### src/logic/dvg_pkg.sv
// package: constants of the ds3 event vector generator
package dvg_pkg;
  // vector layout
  localparam int          VEC_W          = 16;
  localparam logic [4:0]  SOURCE_DS3     = 5'h07;
  localparam logic [1:0]  VEC_MARK       = 2'h2;
  localparam int          BIT_LAST       = 15;
  localparam int          BIT_TYPE       = 14;
  // type 1 flag positions
  localparam int          T1_CLK         = 12;
  localparam int          T1_RX_SPARE_LINK_FULL        = 11;
  localparam int          T1_TX_SPARE_LINK_EMPTY        = 10;
  localparam int          T1_LPC         = 9;
  localparam int          T1_SEC         = 8;
  localparam int          T1_NR          = 7;
  // type 0 flag positions
  localparam int          T0_AIC         = 13;
  localparam int          T0_X           = 12;
  localparam int          T0_IDLE        = 11;
  localparam int          T0_AIS         = 10;
  localparam int          T0_RED         = 9;
  localparam int          T0_LOSS        = 8;
  localparam int          T0_FAS         = 7;
  // overhead persistence
  localparam logic [1:0]  PERSIST_MF     = 2'h3;
  localparam int          NR_W           = 2;
  localparam int          X_W            = 2;
  localparam int          LPC_W          = 8;
  // timebase
  localparam int          CLK_HZ         = 200000000;
  localparam int          SEC_S          = 1;
  localparam int          SEC_CYCLES     = CLK_HZ * SEC_S;
  // apb register byte addresses
  localparam logic [7:0]  ADDR_VEC       = 8'h00;
  localparam logic [7:0]  ADDR_STATE     = 8'h04;
  localparam logic [7:0]  ADDR_LPC       = 8'h08;
  localparam logic [7:0]  ADDR_IRQ_STAT  = 8'h0c;
  localparam logic [7:0]  ADDR_IRQ_MASK  = 8'h10;
  localparam logic [7:0]  ADDR_CTRL      = 8'h14;
  // reset values
  localparam logic [1:0]  IRQ_MASK_RST   = 2'h0;
  localparam logic        CTRL_EN_RST    = 1'b1;
  // irq status bits
  localparam int          IRQ_T1         = 0;
  localparam int          IRQ_T0         = 1;
endpackage

### src/logic/dvg_persist_if.sv
// interface: overhead persistence filter carrier
`timescale 1ns/1ps
interface dvg_persist_if #(parameter int W = 1);
  logic         mf_tick;
  logic [W-1:0] rx_bits;
  logic [W-1:0] stable;
  logic         changed;
  modport filt (input mf_tick, input rx_bits, output stable, output changed);
  modport user (output mf_tick, output rx_bits, input stable, input changed);
endinterface // dvg_persist_if

### src/logic/dvg_persist.sv
// module: multiframe persistence filter for overhead bits
`timescale 1ns/1ps
module dvg_persist #(
  parameter int W = 1
) (
  input  wire logic   clk,
  input  wire logic   rst_n,
  dvg_persist_if.filt p
);
  import dvg_pkg::*;

  typedef struct packed {
    logic [W-1:0] cand;
    logic [W-1:0] stable;
    logic [1:0]   cnt;
    logic         changed;
  } dvg_pst_t;

  dvg_pst_t s, next_s;

  always_comb begin
    next_s = s;
    next_s.changed = 1'b0;
    if (p.mf_tick) begin
      if (p.rx_bits != s.cand) begin
        next_s.cand = p.rx_bits;
        next_s.cnt  = 2'h1;
      end else if (s.cnt < PERSIST_MF) begin
        next_s.cnt = s.cnt + 2'h1;
      end
      if (p.rx_bits == s.cand && s.cnt == PERSIST_MF - 2'h1 && s.cand != s.stable) begin
        next_s.stable  = s.cand;
        next_s.changed = 1'b1;
      end
    end
  end

  always_ff @(posedge clk or negedge rst_n) begin
    if (!rst_n) begin
      s <= '0;
    end else begin
      s <= next_s;
    end
  end

  assign p.stable  = s.stable;
  assign p.changed = s.changed;
endmodule // dvg_persist

### src/logic/dvg_top.sv
// module: ds3 event vector generator with apb register access
//
// Function
// - type 1 vectors have bit 14 set, bit 13 clear, bits 6:5 = 10 and the ds3 source code.
// - bit 12 of type 1 flags a change of tx or rx line clock activity, held as status.
// - bit 11 of type 1 flags that the rx spare link buffer is full.
// - bit 10 of type 1 flags that the tx spare link buffer is empty.
// - bit 9 of type 1 flags any change of received loopback codes, readable separately.
// - bit 8 of type 1 is a one second tick from a timebase counter.
// - bit 7 of type 1 flags a new national bit value stable for three multiframes.
// - a type 0 event flags a new application id bit stable for three multiframes.
// - a type 0 event flags new x overhead bits stable for three multiframes.
// - a type 0 event flags idle detection changes, state held in status.
// - a type 0 event flags alarm indication changes, state held in status.
// - a type 0 event flags red alarm changes, state held in status.
// - a type 0 event flags loss of input changes, state held in status.
// - a type 0 event flags frame alignment changes, state held in status.
// - type 0 vectors clear bit 14 and carry seven flags in 13:7, then 10 and the code.
// - the five-bit field 4:0 tells ds3 vectors from other sources.
//
// Register access over APB and the register addresses were decided locally.
`timescale 1ns/1ps
module dvg_top (
  input  wire logic                  pclk,
  input  wire logic                  presetn,
  input  wire logic                  psel,
  input  wire logic                  penable,
  input  wire logic                  pwrite,
  input  wire logic [7:0]            paddr,
  input  wire logic [31:0]           pwdata,
  output logic      [31:0]           prdata,
  output logic                       pready,
  output logic                       pslverr,
  input  wire logic                  tx_clock_active,
  input  wire logic                  rx_clock_active,
  input  wire logic                  rx_spare_link_full,
  input  wire logic                  tx_spare_link_empty,
  input  wire logic [dvg_pkg::LPC_W-1:0] rx_loopback_codes,
  input  wire logic                  multiframe_tick,
  input  wire logic [dvg_pkg::NR_W-1:0]  rx_national_bits,
  input  wire logic                  rx_application_id,
  input  wire logic [dvg_pkg::X_W-1:0]   rx_x_bits,
  input  wire logic                  idle_detect,
  input  wire logic                  alarm_indication,
  input  wire logic                  red_alarm,
  input  wire logic                  loss_of_signal,
  input  wire logic                  frame_aligned,
  output logic      [15:0]           event_vector,
  output logic                       event_vector_valid,
  output logic                       irq
);
  import dvg_pkg::*;

  ////////////////////////////////////////////////////////////////////////
  // persistence filters for the overhead groups
  dvg_persist_if #(.W(NR_W)) nr_if ();
  dvg_persist_if #(.W(1))    aic_if ();
  dvg_persist_if #(.W(X_W))  x_if ();

  assign nr_if.mf_tick  = multiframe_tick;
  assign nr_if.rx_bits  = rx_national_bits;
  assign aic_if.mf_tick = multiframe_tick;
  assign aic_if.rx_bits = rx_application_id;
  assign x_if.mf_tick   = multiframe_tick;
  assign x_if.rx_bits   = rx_x_bits;

  dvg_persist #(.W(NR_W)) u_nr (.clk(pclk), .rst_n(presetn), .p(nr_if.filt));
  dvg_persist #(.W(1))    u_aic (.clk(pclk), .rst_n(presetn), .p(aic_if.filt));
  dvg_persist #(.W(X_W))  u_x (.clk(pclk), .rst_n(presetn), .p(x_if.filt));

  ////////////////////////////////////////////////////////////////////////
  // state

  function automatic logic [15:0] dvg_frame(input logic type1, input logic [6:0] flags);
    dvg_frame = {1'b0, type1, 7'h00, VEC_MARK, SOURCE_DS3};
    if (type1) begin
      dvg_frame[12:7] = flags[5:0];
    end else begin
      // seven type 0 flags in 13:7
      dvg_frame[13:7] = flags;
    end
  endfunction

  typedef struct packed {
    logic [31:0]      prdata;
    logic             pready;
    logic             pslverr;
    logic [15:0]      vec;
    logic             vec_valid;
    logic             irq;
    logic [27:0]      sec_cnt;
    // previous samples for edge detection
    logic [1:0]       clk_prev;
    logic             rx_spare_link_full_prev;
    logic             tx_spare_link_empty_prev;
    logic [LPC_W-1:0] lpc_prev;
    logic [4:0]       st_prev;
    // pending flags, accumulated until emitted
    logic [5:0]       pend1;
    logic [6:0]       pend0;
    logic [1:0]       irq_stat;
    logic [1:0]       irq_mask;
    logic             enable;
    logic             started;
  } dvg_st_t;

  dvg_st_t s, next_s;

  logic [5:0] ev1;
  logic [6:0] ev0;
  logic [4:0] st_now;
  logic       rd_en;
  logic       wr_en;

  always_comb begin
    st_now = {idle_detect, alarm_indication, red_alarm, loss_of_signal, frame_aligned};
    rd_en  = psel && penable && !pwrite && !s.pready;
    wr_en  = psel && penable && pwrite && !s.pready;
    ev1 = '0;
    ev0 = '0;
    if (s.started) begin
      ev1[5] = s.clk_prev != {tx_clock_active, rx_clock_active};
      ev1[4] = rx_spare_link_full && !s.rx_spare_link_full_prev;
      ev1[3] = tx_spare_link_empty && !s.tx_spare_link_empty_prev;
      ev1[2] = s.lpc_prev != rx_loopback_codes;
      ev0[4:0] = s.st_prev ^ st_now;
    end
    ev1[1] = s.sec_cnt == 28'(SEC_CYCLES - 1);
    ev1[0] = nr_if.changed;
    ev0[6] = aic_if.changed;
    ev0[5] = x_if.changed;
  end

  always_comb begin
    next_s = s;
    next_s.started   = 1'b1;
    next_s.clk_prev  = {tx_clock_active, rx_clock_active};
    next_s.rx_spare_link_full_prev = rx_spare_link_full;
    next_s.tx_spare_link_empty_prev = tx_spare_link_empty;
    next_s.lpc_prev  = rx_loopback_codes;
    next_s.st_prev   = st_now;
    next_s.sec_cnt   = ev1[1] ? 28'h0 : s.sec_cnt + 28'h1;
    next_s.vec_valid = 1'b0;
    // type 1 wins; type 0 waits while type 1 is pending, events accumulate meanwhile
    if (s.pend1 != '0) begin
      next_s.vec       = dvg_frame(1'b1, {1'b0, s.pend1});
      next_s.vec_valid = 1'b1;
      next_s.pend1     = '0;
      next_s.irq_stat[IRQ_T1] = 1'b1;
    end else if (s.pend0 != '0) begin
      next_s.vec       = dvg_frame(1'b0, s.pend0);
      next_s.vec_valid = 1'b1;
      next_s.pend0     = '0;
      next_s.irq_stat[IRQ_T0] = 1'b1;
    end
    if (s.enable) begin
      next_s.pend1 = next_s.pend1 | ev1;
      next_s.pend0 = next_s.pend0 | ev0;
    end
    // apb slave, registered pready gives one wait state per access
    next_s.pready  = 1'b0;
    next_s.pslverr = 1'b0;
    if (rd_en || wr_en) begin
      next_s.pready = 1'b1;
      next_s.prdata = '0;
      case (paddr)
        ADDR_VEC:      next_s.prdata = {16'h0000, s.vec};
        ADDR_STATE:    next_s.prdata = {25'h0, s.clk_prev, s.st_prev};
        ADDR_LPC:      next_s.prdata = {24'h0, s.lpc_prev};
        ADDR_IRQ_STAT: begin
          next_s.prdata = {30'h0, s.irq_stat};
          // read clears; a new set in the same cycle survives
          if (rd_en) begin
            // only the bits set by this cycle's emission are kept
            next_s.irq_stat = {s.pend1 == '0 && s.pend0 != '0, s.pend1 != '0};
          end
        end
        ADDR_IRQ_MASK: begin
          next_s.prdata = {30'h0, s.irq_mask};
          if (wr_en) begin
            next_s.irq_mask = pwdata[1:0];
          end
        end
        ADDR_CTRL:     begin
          next_s.prdata = {31'h0, s.enable};
          if (wr_en) begin
            next_s.enable = pwdata[0];
          end
        end
        default:       next_s.pslverr = 1'b1;
      endcase
    end
    next_s.irq = (next_s.irq_stat & s.irq_mask) != '0;
  end

  always_ff @(posedge pclk or negedge presetn) begin
    if (!presetn) begin
      s          <= '0;
      s.irq_mask <= IRQ_MASK_RST;
      s.enable   <= CTRL_EN_RST;
    end else begin
      s <= next_s;
    end
  end

  ////////////////////////////////////////////////////////////////////////
  // outputs straight from the state register
  assign prdata             = s.prdata;
  assign pready             = s.pready;
  assign pslverr            = s.pslverr;
  assign event_vector       = s.vec;
  assign event_vector_valid = s.vec_valid;
  assign irq                = s.irq;
endmodule // dvg_top

### config.mk
export PLATFORM = sky130hd
export DESIGN_NAME = dvg_top
export DESIGN_NICKNAME = d
export VERILOG_FILES = /design/src/logic/dvg_pkg.sv /design/src/logic/dvg_persist_if.sv /design/src/logic/dvg_persist.sv /design/src/logic/dvg_top.sv
export SDC_FILE = /design/constraint.sdc
export NUM_CORES = 1
export LEC_CHECK = 0
export BUFFER_PORTS_ARGS = -buffer_cell sky130_fd_sc_hd__clkbuf_2
export CORE_MARGIN = 3
export CORE_UTILIZATION = 50
export CTS_BUF_LIST = sky130_fd_sc_hd__clkbuf_8 sky130_fd_sc_hd__clkbuf_16
export DETAILED_ROUTE_END_ITERATION = 12
export PLACE_DENSITY = 0.8
export SLEW_MARGIN = 20
export SYNTH_ARGS = -nofsm -noshare
export SYNTH_HDL_FRONTEND = slang
export SYNTH_SLANG_ARGS = --single-unit
### constraint.sdc
create_clock -name pclk -period 2.7 [get_ports pclk]
set_clock_uncertainty 0.2 [all_clocks]
set_input_delay 0.54 -clock pclk [delete_from_list [all_inputs] [get_ports pclk]]
set_output_delay 0.54 -clock pclk [all_outputs]
set_load 0.005 [all_outputs]
==> results of run 1 <==
-- per-stage QoR --
stage	cell area, µm²	power (µW)
floorplan	5320	2240
global placement	5500	2320
detailed placement	5500	2360
CTS	5690	3300
global route	5690	3440
finish	5690	3270
-- cell type report --
cell class                 instances  area share [%]
multi-input combinational        313            36.4
inverter                          10           0.659
timing repair buffer              77            7.43
clock inverter                     7            1.12
tap                              133            2.92
sequential                       112            49.3
clock buffer                       9            2.18
-- layer usage --
layer	global-route usage, %	routed length, µm	vias to the layer above
li1	-	-	1706
met1	23.4	4550	1791
met2	30.3	5050	87
met3	3.64	466	18
met4	5.41	163	0
met5	0	0	-
-- timing repair --
| action | CTS | global route |
|---|---|---|
| hold buffers | 1 | 0 |
| buffers inserted | 0 | 0 |
| endpoints found under the hold margin | 43 | 0 |
-- logic make-up after synthesis --
| logic type | count (synthesis) | share of synthesized area (%) |
|---|---|---|
| AND/OR/NAND/NOR | 145 | 15.4 |
| flip-flops | 112 | 53.4 |
| AO/OA/AOI/OAI | 84 | 10.5 |
| buffers and inverters | 69 | 8.41 |
| XOR/XNOR | 41 | 6.84 |
| multiplexers | 15 | 3.60 |
| adder cells (fa/ha/maj) | 7 | 1.67 |
| other | 2 | 0.143 |
-- state kept, by name (all words and copies together) (netlist names) --
| name | count |
|---|---|
| pslverr | 1 |
| event_vector_valid | 1 |
| u_aic.s | 3 |
| u_nr.p.changed | 1 |
| irq | 1 |
| prdata | 16 |
| s | 64 |
| u_aic.p.stable | 1 |
| u_aic.p.changed | 1 |
| u_x.p.stable | 2 |
| u_x.s | 4 |
| event_vector | 9 |
| u_nr.s | 4 |
| u_x.p.changed | 1 |
| u_nr.p.stable | 2 |
| pready | 1 |
-- layout by cell type (no fill, tap or decap), types with 14 or more instances in the layout --
cell type	n
clkbuf_2	68
conb_1	21
nand3_1	15
nor2_1	23
a21oi_1	22
o21ai_0	20
nand2_1	36
xnor2_1	24
dfrtp_1	111
xor2_1	17
nand4_1	14
-- critical path, cell delays in order (launching register included) --
cell and delay (ps):
dfrtp_1 390, ha_1 220, and3_1 280, nand3_1 270, or4_1 540, a21oi_1 160
-- worst paths after layout --
kind                       slack [ps]         to                from
max                               580      s[60]               s[36]
max in group asynchronous        1070       s[1]             presetn
max reg2reg                       580      s[60]               s[36]
min in group asynchronous         490  prdata[6]             presetn
min reg2reg                       210      s[16]               s[32]
min                                80      s[33]  rx_spare_link_full
-- power by group --
part           internal (µW)  leakage [µW]  switching [µW]
registers               1790       0.00144             108
logic                    210       0.00113             216
clock network            355     0.0000976             591
total                   2360       0.00267             915
==> impl_metrics.env, run 1 <==
export IMPL_num_rows=36
export IMPL_yosysTopAreaCellShare_pct=52.9
export IMPL_multi_input_area_mm2=0.00207
export IMPL_finalHoldViolations=0
export IMPL_critPathMaxFanout=5
export IMPL_ant_nets=0
export IMPL_ctsLongestPathBuffers=2
export IMPL_gr_total_overflow=0
export IMPL_hold_path_depth=1
export IMPL_grt_util_all_layers_pct=18.0
export IMPL_grt_first_pass_wirelength_um=16900
export IMPL_ys_seq_area_share_pct=53.4
export IMPL_tns_ps=0
export IMPL_ir_worst_vdd_uv=290
export IMPL_cts_clk_slew_worst_paths_ps=110
export IMPL_start_kind="flip-flop"
export IMPL_worstHoldPathType="in -> reg"
export IMPL_io_buffers=69
export IMPL_nets=598
export IMPL_die_w_um=108
export IMPL_numCtsBuffers=9
export IMPL_instances_no_fill=661
export IMPL_reg2reg_depth=5
export IMPL_initial_core_util_pct=52.5
export IMPL_routed_wirelength_um=10200
export IMPL_drt_pass1_iter_count=4
export IMPL_cts_tree="done"
export IMPL_worst_slack_ps=579
export IMPL_fin_hold_ws_ps=82.0
export IMPL_fill_cells=845
export IMPL_grt_pass1_vias=3573
export IMPL_yosysTopAreaCell="dfrtp_1"
export IMPL_path_class="reg -> reg"
export IMPL_insertion_delay_ps=370
export IMPL_max_cap_viol_count=0
export IMPL_final_core_util_pct=56.9
export IMPL_synthTopCellsByCount="dfrtp_1 (111), buf_4 (48), nand2_1 (36), xnor2_1 (24), nor2_1 (23)"
export IMPL_worstSetupEndpointType="flip-flop"
export IMPL_seqCellArea_mm2=0.00280
export IMPL_vias=3602
export IMPL_syn_instance_count=475
export IMPL_relSlewSlack_pct=60.6
export IMPL_dp_slack_ps=334
export IMPL_worstMarginPinSlew_ps=591
export IMPL_post_route_period_util_pct=78.6
export IMPL_syn2layout_area_growth_pct=8.46
export IMPL_async_flop_share_pct=100
export IMPL_wl_per_cell_um=15.5
export IMPL_status="complete, no violations"
export IMPL_core_mm2=0.0100
export IMPL_power_density_mw_per_mm2=575
export IMPL_final_min_clock_period_ps=2120
export IMPL_fmax_mhz=471
export IMPL_rsz0062_at_grt="no"
export IMPL_antenna_found_initial=0
export IMPL_cts_sinks=112
export IMPL_dp_hpwl_um=7610
export IMPL_cts_repair_resized=0
export IMPL_synth_area_mm2=0.00525
export IMPL_yosys_warnings=0
export IMPL_place_gp_congestion=0.822
export IMPL_ys_ff_latch=112
export IMPL_die_area_mm2=0.0118
export IMPL_synth_distinct_cells=53
export IMPL_p_leak_uw=0.00267
export IMPL_routed_via_density=5.45
export IMPL_cts_root_buf="clkbuf_8"
export IMPL_yosys_top_cells_area="dfrtp_1 (53%), buf_4 (6.9%), xnor2_1 (4.0%)"
export IMPL_synth_edf_count=0
export IMPL_ios=120
export IMPL_grt_max_degree=47
export IMPL_arrival_ps=2220
export IMPL_setup_violations=0
export IMPL_fp_dieH_um=108
export IMPL_antenna_cells=0
export IMPL_finalMaxSlewViolations=0
export IMPL_yosysMostFrequentCell="dfrtp_1"
export IMPL_dp_cells=644
export IMPL_drc_errors=0
export IMPL_worst_ep_required_time_ps=2800
export IMPL_syn_avg_cell_area_um2=11.1
export IMPL_synth_flop_cell="dfrtp_1"
export IMPL_drive_gt1_share_pct=21.0
export IMPL_htree_levels=3
export IMPL_drt_first_iter_violations=308
Note: power is estimated with default switching activity, not from simulation.
==> run 2, diff against run 1 <==
==> constraint.sdc (replaced) <==
create_clock -name pclk -period 2.1 [get_ports pclk]
set_clock_uncertainty 0.2 [all_clocks]
set_input_delay 0.42 -clock pclk [delete_from_list [all_inputs] [get_ports pclk]]
set_output_delay 0.42 -clock pclk [all_outputs]
set_load 0.005 [all_outputs]
==> run 2 against run 1 <==
Compared with the run above: wire length rose by 1.2%; final area rose by 5.5%; first-iteration DRC count fell by 44%; clock power up 41%; total power up 33%; sequential power rose by 28%; hold slack hardly changed; critical endpoint is now irq; largest power group unchanged.
==> impl_metrics.env, run 2 (synthesis gave the netlist of run 1 again) <==
export IMPL_drt_pass1_iter_count=4
export IMPL_cts_sinks=112
export IMPL_io_buffers=69
export IMPL_p_seq_share_pct=56.0
export IMPL_drt_first_iter_violations=172
export IMPL_r2r_slack_ps=80
export IMPL_arrival_ps=2090
export IMPL_worstSetupEndpointType="flip-flop"
export IMPL_finalHoldViolations=0
export IMPL_rsz0062_at_grt="no"
export IMPL_p_int_uw=3210
export IMPL_numCtsBuffers=9
export IMPL_vias=3685
export IMPL_gr_total_overflow=0
export IMPL_critPathMaxFanout=4
export IMPL_htree_levels=3
export IMPL_cts_root_buf="clkbuf_8"
export IMPL_worst_ep_required_time_ps=2170
export IMPL_syn2layout_area_growth_pct=14.4
export IMPL_hold_path_depth=2
export IMPL_dpl_instance_area_mm2=0.00561
export IMPL_status="complete, no violations"
export IMPL_setup_violations=0
export IMPL_r2r_end="irq"
export IMPL_die_w_um=108
export IMPL_die_area_mm2=0.0118
export IMPL_grt_use_met3_pct=3.64
export IMPL_routed_via_density=5.33
export IMPL_dp_hpwl_um=7720
export IMPL_grt_first_pass_wirelength_um=17600
export IMPL_num_rows=36
export IMPL_tns_ps=0
export IMPL_initial_core_util_pct=52.5
export IMPL_drive_gt1_share_pct=22.8
export IMPL_worstHoldPathType="in -> reg"
export IMPL_antenna_cells=0
export IMPL_p_switching_uw=1160
export IMPL_use_met1_pct=24.6
export IMPL_start_kind="flip-flop"
export IMPL_power_share_clock_pct=30.7
export IMPL_drc_errors=0
export IMPL_final_cell_mix="dfrtp_1 (110), clkbuf_2 (68), nand2_1 (36)"
export IMPL_fp_dieH_um=108
export IMPL_final_min_clock_period_ps=2020
export IMPL_cts_tree="done"
export IMPL_routed_wirelength_um=10400
export IMPL_grt_max_degree=50
export IMPL_power_density_mw_per_mm2=728
export IMPL_core_mm2=0.0100
export IMPL_insertion_delay_ps=370
export IMPL_max_cap_viol_count=0
export IMPL_finalMaxSlewViolations=0
export IMPL_nets=628
export IMPL_grt_pass1_vias=3700
export IMPL_cts_clk_slew_worst_paths_ps=110
export IMPL_p_leak_uw=0.00282
export IMPL_largest_register="s"
export IMPL_ios=120
export IMPL_post_route_period_util_pct=96.1
export IMPL_ant_nets=0
export IMPL_antenna_found_initial=0
export IMPL_grt_util_all_layers_pct=18.7
export IMPL_use_met2_pct=31.7
export IMPL_largest_reg_flops=64
export IMPL_switching_share_pct=26.6
export IMPL_busiest_layer="met2"
export IMPL_fmax_mhz=496
export IMPL_pwr_share_comb_pct=13.3
export IMPL_layout_commonest_cell="dfrtp_1"
export IMPL_total_power_uw=4370
export IMPL_postCtsSetupBuffers=0
export IMPL_place_gp_congestion=0.853
export IMPL_hp_start="pwdata[1]"
export IMPL_final_cell_area_mm2=0.00600
export IMPL_fin_hold_ws_ps=82.3
export IMPL_ctsLongestPathBuffers=2
export IMPL_ir_worst_vdd_uv=401
export IMPL_rr_startpoint="s[9]"
export IMPL_holdPathEnd="s[3]"
export IMPL_wl_per_cell_um=15.0
export IMPL_reg2reg_depth=5
export IMPL_path_class="reg -> reg"
export IMPL_fill_cells=842
==> run 2: changes by cell type in the layout (fill, tap and decap cells not counted) <==
cell | before | now
dlygate4sd3_1 | 1 | 18
buf_4 | 7 | 19
buf_12 | 1 | 2
bufinv_16 | 0 | 1
clkbuf_8 | 9 | 10
clkinv_8 | 1 | 0
dfrtp_1 | 111 | 110
dfrtp_2 | 0 | 1
inv_1 | 11 | 10
nor4_1 | 6 | 5
nor4_2 | 1 | 2
==> run 2: routing by layer <==
layer  wire length, µm  part of all wire (%)
met1              4470                    43
met2              5260                    51
met3               479                   4.6
met4               150                   1.4
met5                 0                     0
==> run 2: metrics by stage <==
stage               worst slack [ps]  utilization (%)  std cells
finish                          82.4             60.0        691
global route                    2.54             60.0        691
CTS                             76.4             60.0        691
detailed placement              42.4             56.1        657
global placement                38.2             56.1        657
floorplan                        108                -        494
==> run 2: final cells by class <==
cell class | instances | area, µm² | share of cell area [%]
Clock buffer | 10 | 138 | 2.29
Clock inverter | 6 | 73.8 | 1.23
Inverter | 10 | 37.5 | 0.625
Multi-Input combinational cell | 313 | 2080 | 34.7
Sequential cell | 112 | 2810 | 46.7
Tap cell | 133 | 166 | 2.77
Timing Repair Buffer | 107 | 703 | 11.7
==> run 2: worst max-delay path by stage <==
| stage | startpoint | slack [ps] | endpoint |
|---|---|---|---|
| finish | s[9] | 80 | irq |
| floorplan | s[36] | 110 | s[39] |
| global route | s[40] | 3 | s[63] |
| detailed placement | paddr[1] | 40 | s[2] |
| global placement | paddr[1] | 40 | s[2] |
| CTS | s[9] | 80 | irq |
==> run 2: power by group through the flow <==
stage	Combinational, µW	Clock [µW]	Sequential, µW
final	582	1340	2440
after global routing	655	1460	2470
after CTS	589	1380	2440
after detailed placement	560	0	2490
after global placement	522	0	2470
after floorplan	440	0	2440
==> run 2: what timing repair did <==
item | in CTS | in global routing
endpoints found under the setup margin | 0 | 7
hold endpoints to repair | 63 | 0
hold buffers | 18 | 0
resized for setup | 0 | 2
==> run 2: worst max-delay path, cell delays in order, from the launching register on <==
cell and delay, ps:
dfrtp_1 410, or4_4 560, nor4_4 300, buf_4 210, o2bb2ai_2 60, a22o_1 180
==> run 3, diff against run 2 <==
--- a/config.mk
+++ b/config.mk
@@ -5,12 +5,13 @@
 export SDC_FILE = /design/constraint.sdc
 export NUM_CORES = 1
 export LEC_CHECK = 0
+export ABC_AREA = 1
 export BUFFER_PORTS_ARGS = -buffer_cell sky130_fd_sc_hd__clkbuf_2
 export CORE_MARGIN = 3
-export CORE_UTILIZATION = 50
+export CORE_UTILIZATION = 30
 export CTS_BUF_LIST = sky130_fd_sc_hd__clkbuf_8 sky130_fd_sc_hd__clkbuf_16
 export DETAILED_ROUTE_END_ITERATION = 12
-export PLACE_DENSITY = 0.8
+export PLACE_DENSITY = 0.54
 export SLEW_MARGIN = 20
 export SYNTH_ARGS = -nofsm -noshare
 export SYNTH_HDL_FRONTEND = slang
==> run 3 against run 2 <==
Compared with the run above: final cell count up 41%; clock power up 37%; die area up 74%; fmax up 12%; utilization down 24 points; total power up 5.8%; critical path type unchanged; largest cell class unchanged; highest routed layer unchanged.
==> impl_metrics.env, run 3 <==
export IMPL_status="complete, no violations"
export IMPL_arrival_ps=1820
export IMPL_power_density_mw_per_mm2=709
export IMPL_grt_util_all_layers_pct=12.4
export IMPL_multi_input_area_mm2=0.00225
export IMPL_yosysTopAreaCellShare_pct=49.4
export IMPL_grt_pass1_vias=3987
export IMPL_syn_avg_cell_area_um2=8.40
export IMPL_use_met1_pct=16.4
export IMPL_worst_ep_required_time_ps=2130
export IMPL_dpl_instance_area_mm2=0.00604
export IMPL_wl_per_cell_um=12.7
export IMPL_largest_reg_flops=64
export IMPL_r2r_end="s[52]"
export IMPL_path_class="reg -> reg"
export IMPL_die_area_mm2=0.0204
export IMPL_cts_clk_slew_worst_paths_ps=70
export IMPL_cts_sinks=112
export IMPL_drc_errors=0
export IMPL_rsz0062_at_grt="no"
export IMPL_yosys_warnings=0
export IMPL_grt_use_met3_pct=3.68
export IMPL_nets=816
export IMPL_async_flop_share_pct=100
export IMPL_yosys_top_cells_area="dfrtp_1 (49%), nand2_1 (12%), buf_4 (6.4%)"
export IMPL_dp_hpwl_um=9090
export IMPL_routed_via_density=4.28
export IMPL_yosysMostFrequentCell="nand2_1"
export IMPL_synth_area_mm2=0.00562
export IMPL_final_cell_mix="nand2_1 (185), dfrtp_1 (111), nor2_1 (84)"
export IMPL_layout_commonest_cell="nand2_1"
export IMPL_synth_edf_count=0
export IMPL_gr_total_overflow=0
export IMPL_reg2reg_depth=8
export IMPL_ys_ff_latch=112
export IMPL_largest_register="s"
export IMPL_p_leak_uw=0.00328
export IMPL_synthTopCellsByCount="nand2_1 (185), dfrtp_1 (111), nor2_1 (84), inv_1 (62), buf_4 (48)"
export IMPL_fp_dieH_um=143
export IMPL_r2r_slack_ps=300
export IMPL_cts_root_buf="clkbuf_16"
export IMPL_synth_distinct_cells=36
export IMPL_busiest_layer="met2"
export IMPL_ys_seq_area_share_pct=49.9
export IMPL_cts_tree="done"
export IMPL_seqCellArea_mm2=0.00280
export IMPL_ios=120
export IMPL_ant_nets=0
export IMPL_tns_ps=0
export IMPL_cp_startpoint="s[36]"
export IMPL_syn2layout_area_growth_pct=16.0
export IMPL_syn_instance_count=669
export IMPL_io_buffers=69
export IMPL_grt_first_pass_wirelength_um=20100
export IMPL_die_w_um=143
export IMPL_max_cap_viol_count=0
export IMPL_fmax_mhz=557
export IMPL_numCtsBuffers=9
export IMPL_rr_startpoint="s[36]"
export IMPL_post_route_period_util_pct=85.5
export IMPL_setup_violations=0
export IMPL_synth_flop_cell="dfrtp_1"
export IMPL_drive_gt1_share_pct=16.1
export IMPL_cp_endpoint="s[52]"
export IMPL_place_gp_congestion=0.821
export IMPL_fill_cells=1912
export IMPL_finalHoldViolations=0
export IMPL_start_kind="flip-flop"
export IMPL_drt_first_iter_violations=230
export IMPL_worstHoldPathType="in -> reg"
export IMPL_routed_wirelength_um=12300
export IMPL_critPathMaxFanout=17
export IMPL_core_mm2=0.0182
export IMPL_antenna_cells=0
export IMPL_ir_worst_vdd_uv=355
export IMPL_worst_slack_ps=304
export IMPL_use_met2_pct=20.3
export IMPL_cts_repair_resized=0
export IMPL_finalMaxSlewViolations=0
export IMPL_htree_levels=3
export IMPL_insertion_delay_ps=370
export IMPL_ctsLongestPathBuffers=2
export IMPL_vias=4172
export IMPL_final_cell_area_mm2=0.00652
export IMPL_dp_slack_ps=273
export IMPL_num_rows=49
export IMPL_drt_pass1_iter_count=4
export IMPL_worstSetupEndpointType="flip-flop"
export IMPL_grt_max_degree=40
export IMPL_initial_core_util_pct=30.9
export IMPL_final_min_clock_period_ps=1800
export IMPL_antenna_found_initial=0
export IMPL_yosysTopAreaCell="dfrtp_1"
[run 3: cell types whose count changed after synthesis, moves of 13 or more]
cell,delta
inv_1,+52
nor2_2,+13
nand2_1,+149
nand3_1,+21
nor2_1,+61
a21oi_1,-13
[run 3: worst min path at each step]
stage | to | slack (ps) | depth (start not counted) | start
floorplan | event_vector[10] | -80 | 0 | presetn
global placement | s[16] | 190 | 1 | s[32]
detailed placement | s[16] | 200 | 1 | s[32]
CTS | s[32] | 20 | 1 | tx_spare_link_empty
global route | s[32] | 30 | 1 | tx_spare_link_empty
finish | s[32] | 40 | 1 | tx_spare_link_empty
[run 3: logic make-up (layout without fill, tap and decap cells)]
family          after synthesis  after routing  share of synthesized area, %
compound gates               41             41                          4.18
xor+xnor                     36             36                          5.61
fa+ha+maj                     7              7                          1.56
buf+inv                     118            176                          11.4
flops                       112            112                          49.9
other cells                   2             21                         0.134
simple gates                353            353                          27.2
[run 3: per-layer routing]
layer / share of wire, % / vias up
met5: 0 / -
met3: 4.1 / 11
met1: 48 / 1923
met2: 47 / 72
met4: 0.99 / 0
li1: - / 2166
[run 3: cell type report]
cell class | count | share of cell area (%)
multi-input cells | 458 | 34.5
clock buffers | 11 | 3.88
inverters | 65 | 3.76
flip-flops and latches | 112 | 43.0
well taps | 229 | 4.39
repair buffers | 95 | 9.55
clock inverters | 5 | 0.940
[run 3: timing repair]
action                                  4_1_cts  5_1_grt
hold buffers                                 17        0
buffers inserted                              0        0
endpoints found under the setup margin        0        0
hold endpoints to repair                     46        0
[run 3: stage by stage]
step | power [µW] | util [%] | std cells | hold WS [ps]
after global placement | 2810 | 33.2 | 942 | 186
after global routing | 4860 | 35.8 | 975 | 25.7
final | 4620 | 35.8 | 975 | 39.6
after detailed placement | 2820 | 33.2 | 942 | 198
after floorplan | 2660 | - | 688 | -75.6
after CTS | 4690 | 35.8 | 975 | 20.0
[run 3: critical path, cell delays in order (launching register included)]
cell and delay, ps:
dfrtp_1 400, ha_1 180, nand2_1 70, inv_2 110, nand3_4 110, clkinv_2 110
nand3_4 90, nor2_8 310, nor2_1 90
[run 3: report_power, final]
part           internal, µW  total, µW  switching (µW)
logic                   189        439             250
registers              2270       2360            85.4
clock network          1000       1830             827
